$ cat config.mk
export PLATFORM = sky130hd
export DESIGN_NAME = tmi_thermal_irq
export DESIGN_NICKNAME = d
export VERILOG_FILES = /design/src/core/tmi_pkg.sv /design/src/core/tmi_thermal_irq.sv
export VERILOG_INCLUDE_DIRS = /design/src /design/src/core
export SDC_FILE = /design/constraint.sdc
export NUM_CORES = 1
export LEC_CHECK = 0
export ABC_AREA = 1
export BUFFER_PORTS_ARGS = -buffer_cell sky130_fd_sc_hd__buf_2
export CAP_MARGIN = 20
export CORE_UTILIZATION = 61
export DETAILED_ROUTE_END_ITERATION = 10
export HOLD_SLACK_MARGIN = 0.15
export PLACE_DENSITY = 0.82
export REMOVE_ABC_BUFFERS = 1
export SYNTH_ARGS = -nofsm -noshare
export SYNTH_HDL_FRONTEND = slang
export SYNTH_SLANG_ARGS = --single-unit
export TNS_END_PERCENT = 100
$ cat constraint.sdc
create_clock -name clk -period 5.12 [get_ports clk]
set_input_delay 0.256 -clock clk [delete_from_list [all_inputs] [get_ports clk]]
set_output_delay 0.256 -clock clk [all_outputs]
set_load 0.02 [all_outputs]
$ cat src/core/tmi_defines.svh
// Register offsets, field positions and thresholds of the thermal monitor
`ifndef TMI_DEFINES_SVH
`define TMI_DEFINES_SVH
// Register offsets
`define TMI_OFS_TOP      8'h00
`define TMI_OFS_CFG      8'h01
`define TMI_OFS_TSTAT    8'h02
`define TMI_OFS_FLAG     8'h10
`define TMI_OFS_MASK     8'h20
`define TMI_NGRP         9
// Flag group indices
`define TMI_G_REGA       0
`define TMI_G_REGB       1
`define TMI_G_SEV        2
`define TMI_G_MOD        3
`define TMI_G_MISC       4
`define TMI_G_START      5
`define TMI_G_GRISE      6
`define TMI_G_GFALL      7
`define TMI_G_GHI        8
// Field positions
`define TMI_CFG_LEVEL    0
`define TMI_CFG_LPM      1
`define TMI_TS_ORDREC    0
`define TMI_TS_IMMREC    1
`define TMI_MISC_WARN    2
`define TMI_SEV_IMM      0
`define TMI_MOD_ORD      5
// Reset values
`define TMI_CFG_RST      8'h00
`define TMI_MASK_RST     8'h00
// Thresholds in degrees Celsius
`define TMI_TWARN_LO     8'h82
`define TMI_TWARN_HI     8'h8c
`define TMI_TSD_ORD      8'h96
`define TMI_TSD_IMM      8'ha0
`endif

$ cat src/core/tmi_pkg.sv
// Types shared by the thermal monitor and interrupt tree
package tmi_pkg;
	typedef logic [7:0] tmi_byte_t;
	typedef enum logic [1:0] {
		SD_IDLE,
		SD_ORDERLY,
		SD_IMMEDIATE,
		SD_RECOVERY
	} tmi_sd_e;
endpackage : tmi_pkg

$ cat src/core/tmi_thermal_irq.sv
// Thermal supervision and hierarchical interrupt aggregator
// What this block does
// - Supervise temperature only with rails on in mission
// - Low-power mode polls one detector below warning
// - Warning flag above 130 or 140, no hysteresis
// - Orderly and immediate shutdown flags, error triggers
// - Orderly turn-off, escalate to immediate with pull-down
// - Thermal shutdown recorded in a status register
// - No restart until below warning threshold
// - Severe errors: immediate turn-off, then safe recovery
// - Moderate errors: orderly turn-off, then safe recovery
// - Regulator group: OV, UV, short, overcurrent flags
// - Misc group: watchdog, monitor, warning, selftest, sync
// - Start-up group records power-up cause
// - GPIO rise and fall flags per pin
// - All unmasked pending flags OR onto low interrupt pin
// - Summary register names pending categories
// - Writing one clears a flag, zero keeps it
// - Flags stay latched until the host clears them
// - Masked events neither set flags nor the pin
// - Masking later keeps an existing flag
// - Selected flags and driver enable for SPI status
//
// Chosen here: the placing of the registers and the strobed register port.
`include "tmi_defines.svh"
module tmi_thermal_irq (
	// Clock, reset, enable
	input  wire logic          clk,
	input  wire logic          nrst,
	input  wire logic          ce,
	// Register port
	input  wire logic [7:0]    regAddr,
	input  wire tmi_pkg::tmi_byte_t regWdata,
	input  wire logic          regWr,
	input  wire logic          regRd,
	output tmi_pkg::tmi_byte_t regRdata,
	// Thermal detectors
	input  wire logic [7:0]    dieTempA,
	input  wire logic [7:0]    dieTempB,
	input  wire logic          railOnMission,
	input  wire logic          lowPowerStandby,
	output logic [1:0]         sensorEnable,
	// Regulator fault levels
	input  wire logic [3:0]    regOv,
	input  wire logic [3:0]    regUv,
	input  wire logic [3:0]    regSc,
	input  wire logic [3:0]    regResidual,
	input  wire logic [3:0]    regIlim,
	// Other fault and event sources
	input  wire logic          seqExecErr,
	input  wire logic          supplyOv,
	input  wire logic          recoveryCountErr,
	input  wire logic          serialIfErr,
	input  wire logic          regCrcErr,
	input  wire logic          selfTestFail,
	input  wire logic          readbackErr,
	input  wire logic          watchdogFault,
	input  wire logic          errSignalMonFault,
	input  wire logic          selfTestPass,
	input  wire logic          syncClkAvail,
	input  wire logic          firstSupplyDetect,
	input  wire logic          enablePinActive,
	input  wire logic [9:0]    gpioIn,
	input  wire logic          driverEnableIn,
	// Sequencing handshake
	input  wire logic          turnOffDone,
	input  wire logic          restartReq,
	output logic               orderlyTurnOff,
	output logic               immediateTurnOff,
	output logic               railPullDown,
	output logic               safeRecovery,
	output logic               restartBlocked,
	// Host side
	output logic               interruptOut_n,
	output tmi_pkg::tmi_byte_t spiStatus
);
	import tmi_pkg::*;

	// Group index of a flag or mask address, or NGRP on a miss
	function automatic logic [3:0] grpIdx(input logic [7:0] a,
		input logic [7:0] base);
		logic [7:0] d;
		d = a - base;
		grpIdx = (d < 8'(`TMI_NGRP)) ? d[3:0] : 4'(`TMI_NGRP);
	endfunction : grpIdx

	tmi_byte_t  flags_r [0:`TMI_NGRP-1];
	tmi_byte_t  masks_r [0:`TMI_NGRP-1];
	tmi_byte_t  evt     [0:`TMI_NGRP-1];
	tmi_byte_t  cfg_r;
	tmi_sd_e    state_r;
	tmi_sd_e    state_nxt;
	logic [1:0] tsdRec_r;
	logic       warnBHeld_r;
	logic [9:0] gpioPrev_r;
	logic [7:0] warnThr;
	logic [7:0] tempB;
	logic       monOn;
	logic       warnA;
	logic       warnB;
	logic       ordEvt;
	logic       immEvt;
	logic       warnEvt;
	logic       severeTrig;
	logic       moderateTrig;
	logic [9:0] gRise;
	logic [9:0] gFall;
	logic [5:0] topSum;
	logic       pend;
	logic [3:0] wrFlagG;
	logic [3:0] wrMaskG;
	// Warning threshold from the level select
	assign warnThr = cfg_r[`TMI_CFG_LEVEL] ? `TMI_TWARN_HI
		: `TMI_TWARN_LO;
	// Off in standby, on while any rail runs in mission
	assign monOn = railOnMission & ~lowPowerStandby;
	// Detector B seen live only while polled, else read as zero; its warning keeps the last result
	assign tempB = sensorEnable[1] ? dieTempB : 8'h00;
	assign warnA = dieTempA > warnThr;
	assign warnB = sensorEnable[1] ? (dieTempB > warnThr)
		: warnBHeld_r;
	assign warnEvt = monOn & (warnA | warnB);
	assign ordEvt = monOn & ((dieTempA >= `TMI_TSD_ORD)
		| (tempB >= `TMI_TSD_ORD));
	assign immEvt = monOn & ((dieTempA >= `TMI_TSD_IMM)
		| (tempB >= `TMI_TSD_IMM));
	// Triggers act whatever the masks say
	assign severeTrig = immEvt | seqExecErr | supplyOv;
	assign moderateTrig = ordEvt | recoveryCountErr | serialIfErr
		| regCrcErr | selfTestFail | readbackErr;
	// GPIO edges against the previous sample
	assign gRise = gpioIn & ~gpioPrev_r;
	assign gFall = ~gpioIn & gpioPrev_r;
	// Event vectors of each category
	assign evt[`TMI_G_REGA] = {regUv, regOv};
	assign evt[`TMI_G_REGB] = {regIlim, regSc | regResidual};
	assign evt[`TMI_G_SEV] = {5'h00, supplyOv, seqExecErr,
		immEvt};
	assign evt[`TMI_G_MOD] = {2'h0, ordEvt, readbackErr,
		selfTestFail, regCrcErr, serialIfErr,
		recoveryCountErr};
	assign evt[`TMI_G_MISC] = {3'h0, syncClkAvail, selfTestPass,
		warnEvt, errSignalMonFault, watchdogFault};
	assign evt[`TMI_G_START] = {6'h00, enablePinActive,
		firstSupplyDetect};
	assign evt[`TMI_G_GRISE] = gRise[7:0];
	assign evt[`TMI_G_GFALL] = gFall[7:0];
	assign evt[`TMI_G_GHI] = {4'h0, gFall[9:8], gRise[9:8]};
	// Group decode, shared by the write and read paths
	assign wrFlagG = grpIdx(regAddr, `TMI_OFS_FLAG);
	assign wrMaskG = grpIdx(regAddr, `TMI_OFS_MASK);
	// Sticky flags: clear by one, then masked set wins over clear
	always_ff @(posedge clk) begin
		if (!nrst) begin
			for (int g = 0; g < `TMI_NGRP; g++) begin
				flags_r[g] <= 8'h00;
			end
		end else if (ce) begin
			for (int g = 0; g < `TMI_NGRP; g++) begin
				flags_r[g] <= (flags_r[g]
					& ~((regWr && wrFlagG == 4'(g))
					? regWdata : 8'h00))
					| (evt[g] & ~masks_r[g]);
			end
		end
	end

	// Mask registers, zero means event is recorded
	always_ff @(posedge clk) begin
		if (!nrst) begin
			for (int g = 0; g < `TMI_NGRP; g++) begin
				masks_r[g] <= `TMI_MASK_RST;
			end
		end else if (ce && regWr && wrMaskG != 4'(`TMI_NGRP)) begin
			masks_r[wrMaskG] <= regWdata;
		end
	end

	// Configuration: warning level and low-power polling
	always_ff @(posedge clk) begin
		if (!nrst) begin
			cfg_r <= `TMI_CFG_RST;
		end else if (ce && regWr && regAddr == `TMI_OFS_CFG) begin
			cfg_r <= {6'h00, regWdata[1:0]};
		end
	end

	// GPIO history for edge detection
	always_ff @(posedge clk) begin
		if (!nrst) begin
			gpioPrev_r <= 10'h000;
		end else if (ce) begin
			gpioPrev_r <= gpioIn;
		end
	end

	// Detector enables; polling one saves current below warning
	always_ff @(posedge clk) begin
		if (!nrst) begin
			sensorEnable <= 2'h0;
			warnBHeld_r <= 1'b0;
		end else if (ce) begin
			warnBHeld_r <= warnB;
			if (!monOn) begin
				sensorEnable <= 2'h0;
			end else if (cfg_r[`TMI_CFG_LPM] && !warnA && !warnB) begin
				sensorEnable <= 2'h1;
			end else begin
				sensorEnable <= 2'h3;
			end
		end
	end

	// Shutdown record, independent of the masks
	always_ff @(posedge clk) begin
		if (!nrst) begin
			tsdRec_r <= 2'h0;
		end else if (ce) begin
			tsdRec_r <= (tsdRec_r & ~((regWr
				&& regAddr == `TMI_OFS_TSTAT) ? regWdata[1:0]
				: 2'h0)) | {immEvt, ordEvt};
		end
	end

	// Restart lock until below warning; a new shutdown wins
	always_ff @(posedge clk) begin
		if (!nrst) begin
			restartBlocked <= 1'b0;
		end else if (ce) begin
			if (ordEvt || immEvt) begin
				restartBlocked <= 1'b1;
			end else if (dieTempA < warnThr && dieTempB < warnThr) begin
				restartBlocked <= 1'b0;
			end
		end
	end

	// Turn-off sequencing; severe escalates an orderly turn-off
	always_comb begin
		state_nxt = state_r;
		case (state_r)
			SD_IDLE: begin
				if (severeTrig) begin
					state_nxt = SD_IMMEDIATE;
				end else if (moderateTrig) begin
					state_nxt = SD_ORDERLY;
				end
			end
			SD_ORDERLY: begin
				if (severeTrig) begin
					state_nxt = SD_IMMEDIATE;
				end else if (turnOffDone) begin
					state_nxt = SD_RECOVERY;
				end
			end
			SD_IMMEDIATE: begin
				if (turnOffDone) begin
					state_nxt = SD_RECOVERY;
				end
			end
			SD_RECOVERY: begin
				if (restartReq && !restartBlocked) begin
					state_nxt = SD_IDLE;
				end
			end
			default: begin
				state_nxt = SD_IDLE;
			end
		endcase
	end

	// State register and its decoded outputs
	always_ff @(posedge clk) begin
		if (!nrst) begin
			state_r <= SD_IDLE;
			orderlyTurnOff <= 1'b0;
			immediateTurnOff <= 1'b0;
			railPullDown <= 1'b0;
			safeRecovery <= 1'b0;
		end else if (ce) begin
			state_r <= state_nxt;
			orderlyTurnOff <= state_nxt == SD_ORDERLY;
			immediateTurnOff <= state_nxt == SD_IMMEDIATE;
			railPullDown <= state_nxt == SD_IMMEDIATE;
			safeRecovery <= state_nxt == SD_RECOVERY;
		end
	end

	// Category summary, regulator and GPIO groups merged
	always_comb begin
		topSum[0] = |{flags_r[`TMI_G_REGA], flags_r[`TMI_G_REGB]};
		topSum[1] = |flags_r[`TMI_G_SEV];
		topSum[2] = |flags_r[`TMI_G_MOD];
		topSum[3] = |flags_r[`TMI_G_MISC];
		topSum[4] = |flags_r[`TMI_G_START];
		topSum[5] = |{flags_r[`TMI_G_GRISE], flags_r[`TMI_G_GFALL],
			flags_r[`TMI_G_GHI]};
		pend = 1'b0;
		for (int g = 0; g < `TMI_NGRP; g++) begin
			pend = pend | (|(flags_r[g] & ~masks_r[g]));
		end
	end

	// Pin and SPI status come from flops
	always_ff @(posedge clk) begin
		if (!nrst) begin
			interruptOut_n <= 1'b1;
			spiStatus <= 8'h00;
		end else if (ce) begin
			interruptOut_n <= ~pend;
			spiStatus <= {driverEnableIn, ~interruptOut_n,
				topSum};
		end
	end

	// Read data valid only in the cycle after the strobe
	always_ff @(posedge clk) begin
		if (!nrst) begin
			regRdata <= 8'h00;
		end else if (ce) begin
			regRdata <= 8'h00;
			if (regRd) begin
				if (regAddr == `TMI_OFS_TOP) begin
					regRdata <= {2'h0, topSum};
				end else if (regAddr == `TMI_OFS_CFG) begin
					regRdata <= cfg_r;
				end else if (regAddr == `TMI_OFS_TSTAT) begin
					regRdata <= {2'h0, sensorEnable, monOn,
						restartBlocked, tsdRec_r};
				end else if (wrFlagG != 4'(`TMI_NGRP)) begin
					regRdata <= flags_r[wrFlagG];
				end else if (wrMaskG != 4'(`TMI_NGRP)) begin
					regRdata <= masks_r[wrMaskG];
				end
			end
		end
	end
endmodule : tmi_thermal_irq

==> impl_results.rst <==
.. list-table::
   :header-rows: 1

   * - Metric
     - Value
   * - Result of the run
     - finished clean
   * - Proportion of power drawn by flip-flops and latches
     - 48.6%
   * - Sum of overflow across all layers after global routing
     - 0
   * - Sink count of the clock tree
     - 206
   * - Final hold violation count
     - 0
   * - Crit-path most repeated cell
     - sky130_fd_sc_hd__nand2_1
   * - Root buffer cell
     - sky130_fd_sc_hd__clkbuf_16
   * - Antenna violations before repair
     - 0
   * - Inserted Diodes
     - 0
   * - Class of the tightest hold or removal check
     - in -> reg
   * - Fmax
     - between 0.2 and 0.3 GHz
   * - Netlist cell types
     - between 40 and 50
   * - Sum of internal, switching and leakage power
     - 0.00410 W
   * - Power per unit of standard cell area
     - 310 mW/mm^2
   * - Area share of the largest cell type after synthesis
     - around 44%
   * - Setup violations, final
     - 0
   * - Port Buffers
     - ~110
   * - Hold path startpoint
     - readbackErr
   * - Site Rows
     - 49
   * - Switching power share of the total
     - 26.8%
   * - Share of the yosys chip area belonging to registers
     - 51.3%
   * - Clock slew at the register clock pins of the worst setup and hold paths
     - ~60 ps
   * - Weighted congestion at the end of routability-driven global placement
     - 1.02
   * - Cell leakage power
     - 5.82 nW
   * - Combined area of all synthesized cells
     - 0.0113 sq mm
   * - R2r setup slk
     - 2920 ps
   * - Slowest-stage cell, CP
     - sky130_fd_sc_hd__nor2_4
   * - Count of final max-slew check failures
     - 0
   * - Min cycle time layout
     - 3420 ps
   * - Number of buffers on the longest clock path
     - 3
   * - Biggest fanout along the worst timing path
     - 39
   * - Vias per inst
     - 6.30
   * - Dpl cells
     - 1710
   * - Crit path launch
     - regAddr[5]
   * - Synth top area cells
     - sky130_fd_sc_hd__edfxtp_1 (44%), sky130_fd_sc_hd__nand2_1 (8.2%), sky130_fd_sc_hd__inv_1 (7.6%)
   * - Area after DPL
     - 0.0120 sq mm
   * - Worst stage delay on the critical path
     - 760 ps
   * - Reg-to-Reg Start
     - flags_r[4][4]
   * - Synth-to-layout area growth
     - 17.2%
   * - Worst EP arrival
     - 3590 ps
   * - Path depth of the worst reg2reg path
     - 7
   * - I/O pin total
     - ~110
   * - Post-route DRC
     - 0
   * - Clock Latency Late Sink
     - between 500 and 600 ps
   * - Headroom to the max-slew limit
     - 27.6%
   * - H-tree levels
     - 1
   * - Die Ht
     - 138 microns
   * - Fraction of power consumed by the clock network
     - between 30% and 40%
   * - RSZ-0062 raised after global routing
     - no
   * - First-pass GRT wire length
     - 60.8 mm
   * - Classification of the worst setup path
     - in -> reg
   * - Clock skew
     - 10.1 ps
   * - NumNets Final
     - 1647
   * - Maximum number of pins on one net before global-route repair
     - 90
   * - Die Span X
     - roughly 140 microns
   * - Post-Syn Area per Cell
     - 8.05 sq um
   * - Reported net switching power
     - ~0.0011 W
   * - Design area
     - approximately 0.013 sq mm
   * - Share of the clock period used by the worst path
     - between 60% and 70%
   * - Initial core utilization
     - a little over three fifths
   * - GRT Total Usage
     - 43.8%
   * - Termination of the worst setup path
     - masks_r[8][2]
   * - CTS tree
     - done
   * - Combinational group share of total power
     - 12.3%
   * - Synthesized flop and latch total
     - 206
   * - Element type at the critical path end
     - flop
   * - Reg-to-reg critical path endpoint
     - interruptOut_n
   * - Routed Antenna Nets
     - 0
   * - Number of warnings reported in the yosys synthesis log
     - 0
   * - Post-route insts no fill
     - 1799
   * - Number of global-route vias before repair
     - 10666
   * - Routed wirelength normalized by instance count
     - 22.9 microns
   * - Detailed Route Iter0 Violations
     - 1431
   * - CTS buffer count
     - 22
   * - CP Cell Sequence
     - buf_2 -> inv_1 -> ha_1 -> inv_1 -> nand2_1 -> nand2_1 -> nor2_4 -> buf_4 -> nand2_2 -> nor2_2 -> nand3_1 -> nand2_1
   * - Critical path required time
     - roughly 5300 ps
   * - Cells after Synth
     - 1401
   * - Accumulated negative setup slack
     - 0 ps
   * - Measured slew at the worst slew-check pin
     - between 1000 and 1500 ps
   * - Yosys top cell by area
     - sky130_fd_sc_hd__edfxtp_1
   * - Detailed-router iteration count before antenna repair
     - 7
   * - Worst VDD drop
     - 0.000386 V
   * - Max-cap violation count
     - 0
   * - # fillers
     - 1372
   * - Core region area
     - 0.0180 sq mm
   * - Type of origin of the critical path
     - input port
   * - Vias after detailed routing
     - 11331
   * - Proportion of layout cells with a drive suffix above 1
     - a little under an eighth
   * - Full die area
     - 0.0190 sq mm
   * - Half-perimeter wire length of the detailed placement result
     - between 20 and 30 mm
   * - Total routed wirelength
     - ~41 mm
   * - Internal Dissipation
     - roughly 0.0030 W
-- layout make-up --
cell class                 count  area, sq um  share of cell area, %
tap                          229          287                   2.17
inverter                     236          887                   6.71
clock inverter                 9         72.6                  0.549
timing repair buffer         165         1110                   8.39
clock buffer                  31          647                   4.89
sequential                   206         5790                   43.8
multi-input combinational    923         4430                   33.5
-- critical path: cells and delay by family --
kind	cells	cell delay (ps)
simple gates	7	2440
fa+ha+maj	1	220
buf+inv	4	660
-- metrics by stage --
step	util, %	hold WS, ps	setup WS, ps
floorplan	-	355	1240
global placement	66.5	435	1350
detailed placement	66.5	434	1300
CTS	73.2	158	1800
global route	73.3	186	1560
finish	73.3	163	1700
-- routing by layer --
metal,up-vias,wire length [microns],track usage [%]
li1,5028,-,-
met1,5205,15200,57.6
met2,927,18200,67.8
met3,171,5710,10.1
met4,0,2210,22.2
met5,-,0,0
-- synth_stat cells, drive strengths merged --
library cell	number
nand2	251
inv	236
nor2	178
edfxtp	166
o21ai	125
nand3	89
nand4	72
a21oi	69
o22ai	42
dfxtp	40
clkbuf	33
buf	24
nor4	14
nor3	12
ha	8
or2	7
nand3b	5
o31ai	5
a221oi	3
a22o	3
o211ai	3
a22oi	2
a31oi	2
o2111ai	2
o311ai	2
a211oi	1
a21boi	1
and3	1
conb	1
nor3b	1
o21bai	1
o221ai	1
or3	1
-- kinds of logic after synthesis --
family                     after synthesis  synth area share (%)
AOI/OAI and AO/OA                      262                  12.8
buffers and inverters                  293                  10.2
and+or+nand+nor                        631                  24.8
other                                    1                0.0332
DFF                                    206                  51.3
adders and majority gates                8                 0.887
-- worst min-delay path by stage --
stage,cells after the start,end,slack (ps)
2_1_floorplan,0,masks_r[10][0],350
3_3_place_gp,2,regRdata[0],430
3_5_place_dp,2,safeRecovery,430
4_1_cts,3,flags_r[3][4],160
5_1_grt,3,flags_r[1][0],190
6_report,3,flags_r[3][4],160
-- state kept, by name, summed over array words and instances, names as in the netlist --
| signal | count |
|---|---|
| cfg_r | 2 |
| flags_r | 72 |
| gpioPrev_r | 10 |
| interruptOut_n | 1 |
| masks_r | 94 |
| orderlyTurnOff | 1 |
| railPullDown | 1 |
| regRdata | 8 |
| restartBlocked | 1 |
| safeRecovery | 1 |
| sensorEnable | 2 |
| spiStatus | 8 |
| state_r | 2 |
| tsdRec_r | 2 |
| warnBHeld_r | 1 |
-- placed cells by master, fill, tap and decap left out, types with 22 or more instances in the layout --
cell type,instances
sky130_fd_sc_hd__dlygate4sd3_1,48
sky130_fd_sc_hd__buf_2,108
sky130_fd_sc_hd__a21oi_1,69
sky130_fd_sc_hd__nand2_1,246
sky130_fd_sc_hd__dfxtp_1,40
sky130_fd_sc_hd__nand3_1,87
sky130_fd_sc_hd__inv_1,227
sky130_fd_sc_hd__conb_1,22
sky130_fd_sc_hd__edfxtp_1,166
sky130_fd_sc_hd__o21ai_0,118
sky130_fd_sc_hd__nand4_1,72
sky130_fd_sc_hd__nor2_1,167
sky130_fd_sc_hd__clkbuf_16,24
sky130_fd_sc_hd__o22ai_1,42
-- power by group through the flow --
| stage | sequential [W] | combinational (W) | clock, W |
|---|---|---|---|
| after floorplan | 0.00200 | 0.000247 | 0 |
| after global placement | 0.00201 | 0.000440 | 0 |
| after detailed placement | 0.00202 | 0.000447 | 0 |
| after CTS | 0.00198 | 0.000479 | 0.00159 |
| after global routing | 0.00200 | 0.000538 | 0.00165 |
| final | 0.00199 | 0.000503 | 0.00161 |
-- what timing repair did --
action,in CTS,in global routing
setup buffers,0,0
endpoints found under the hold margin,66,0
hold buffers,48,0
resized for setup,0,0
Power figures use the tool's default switching activity.
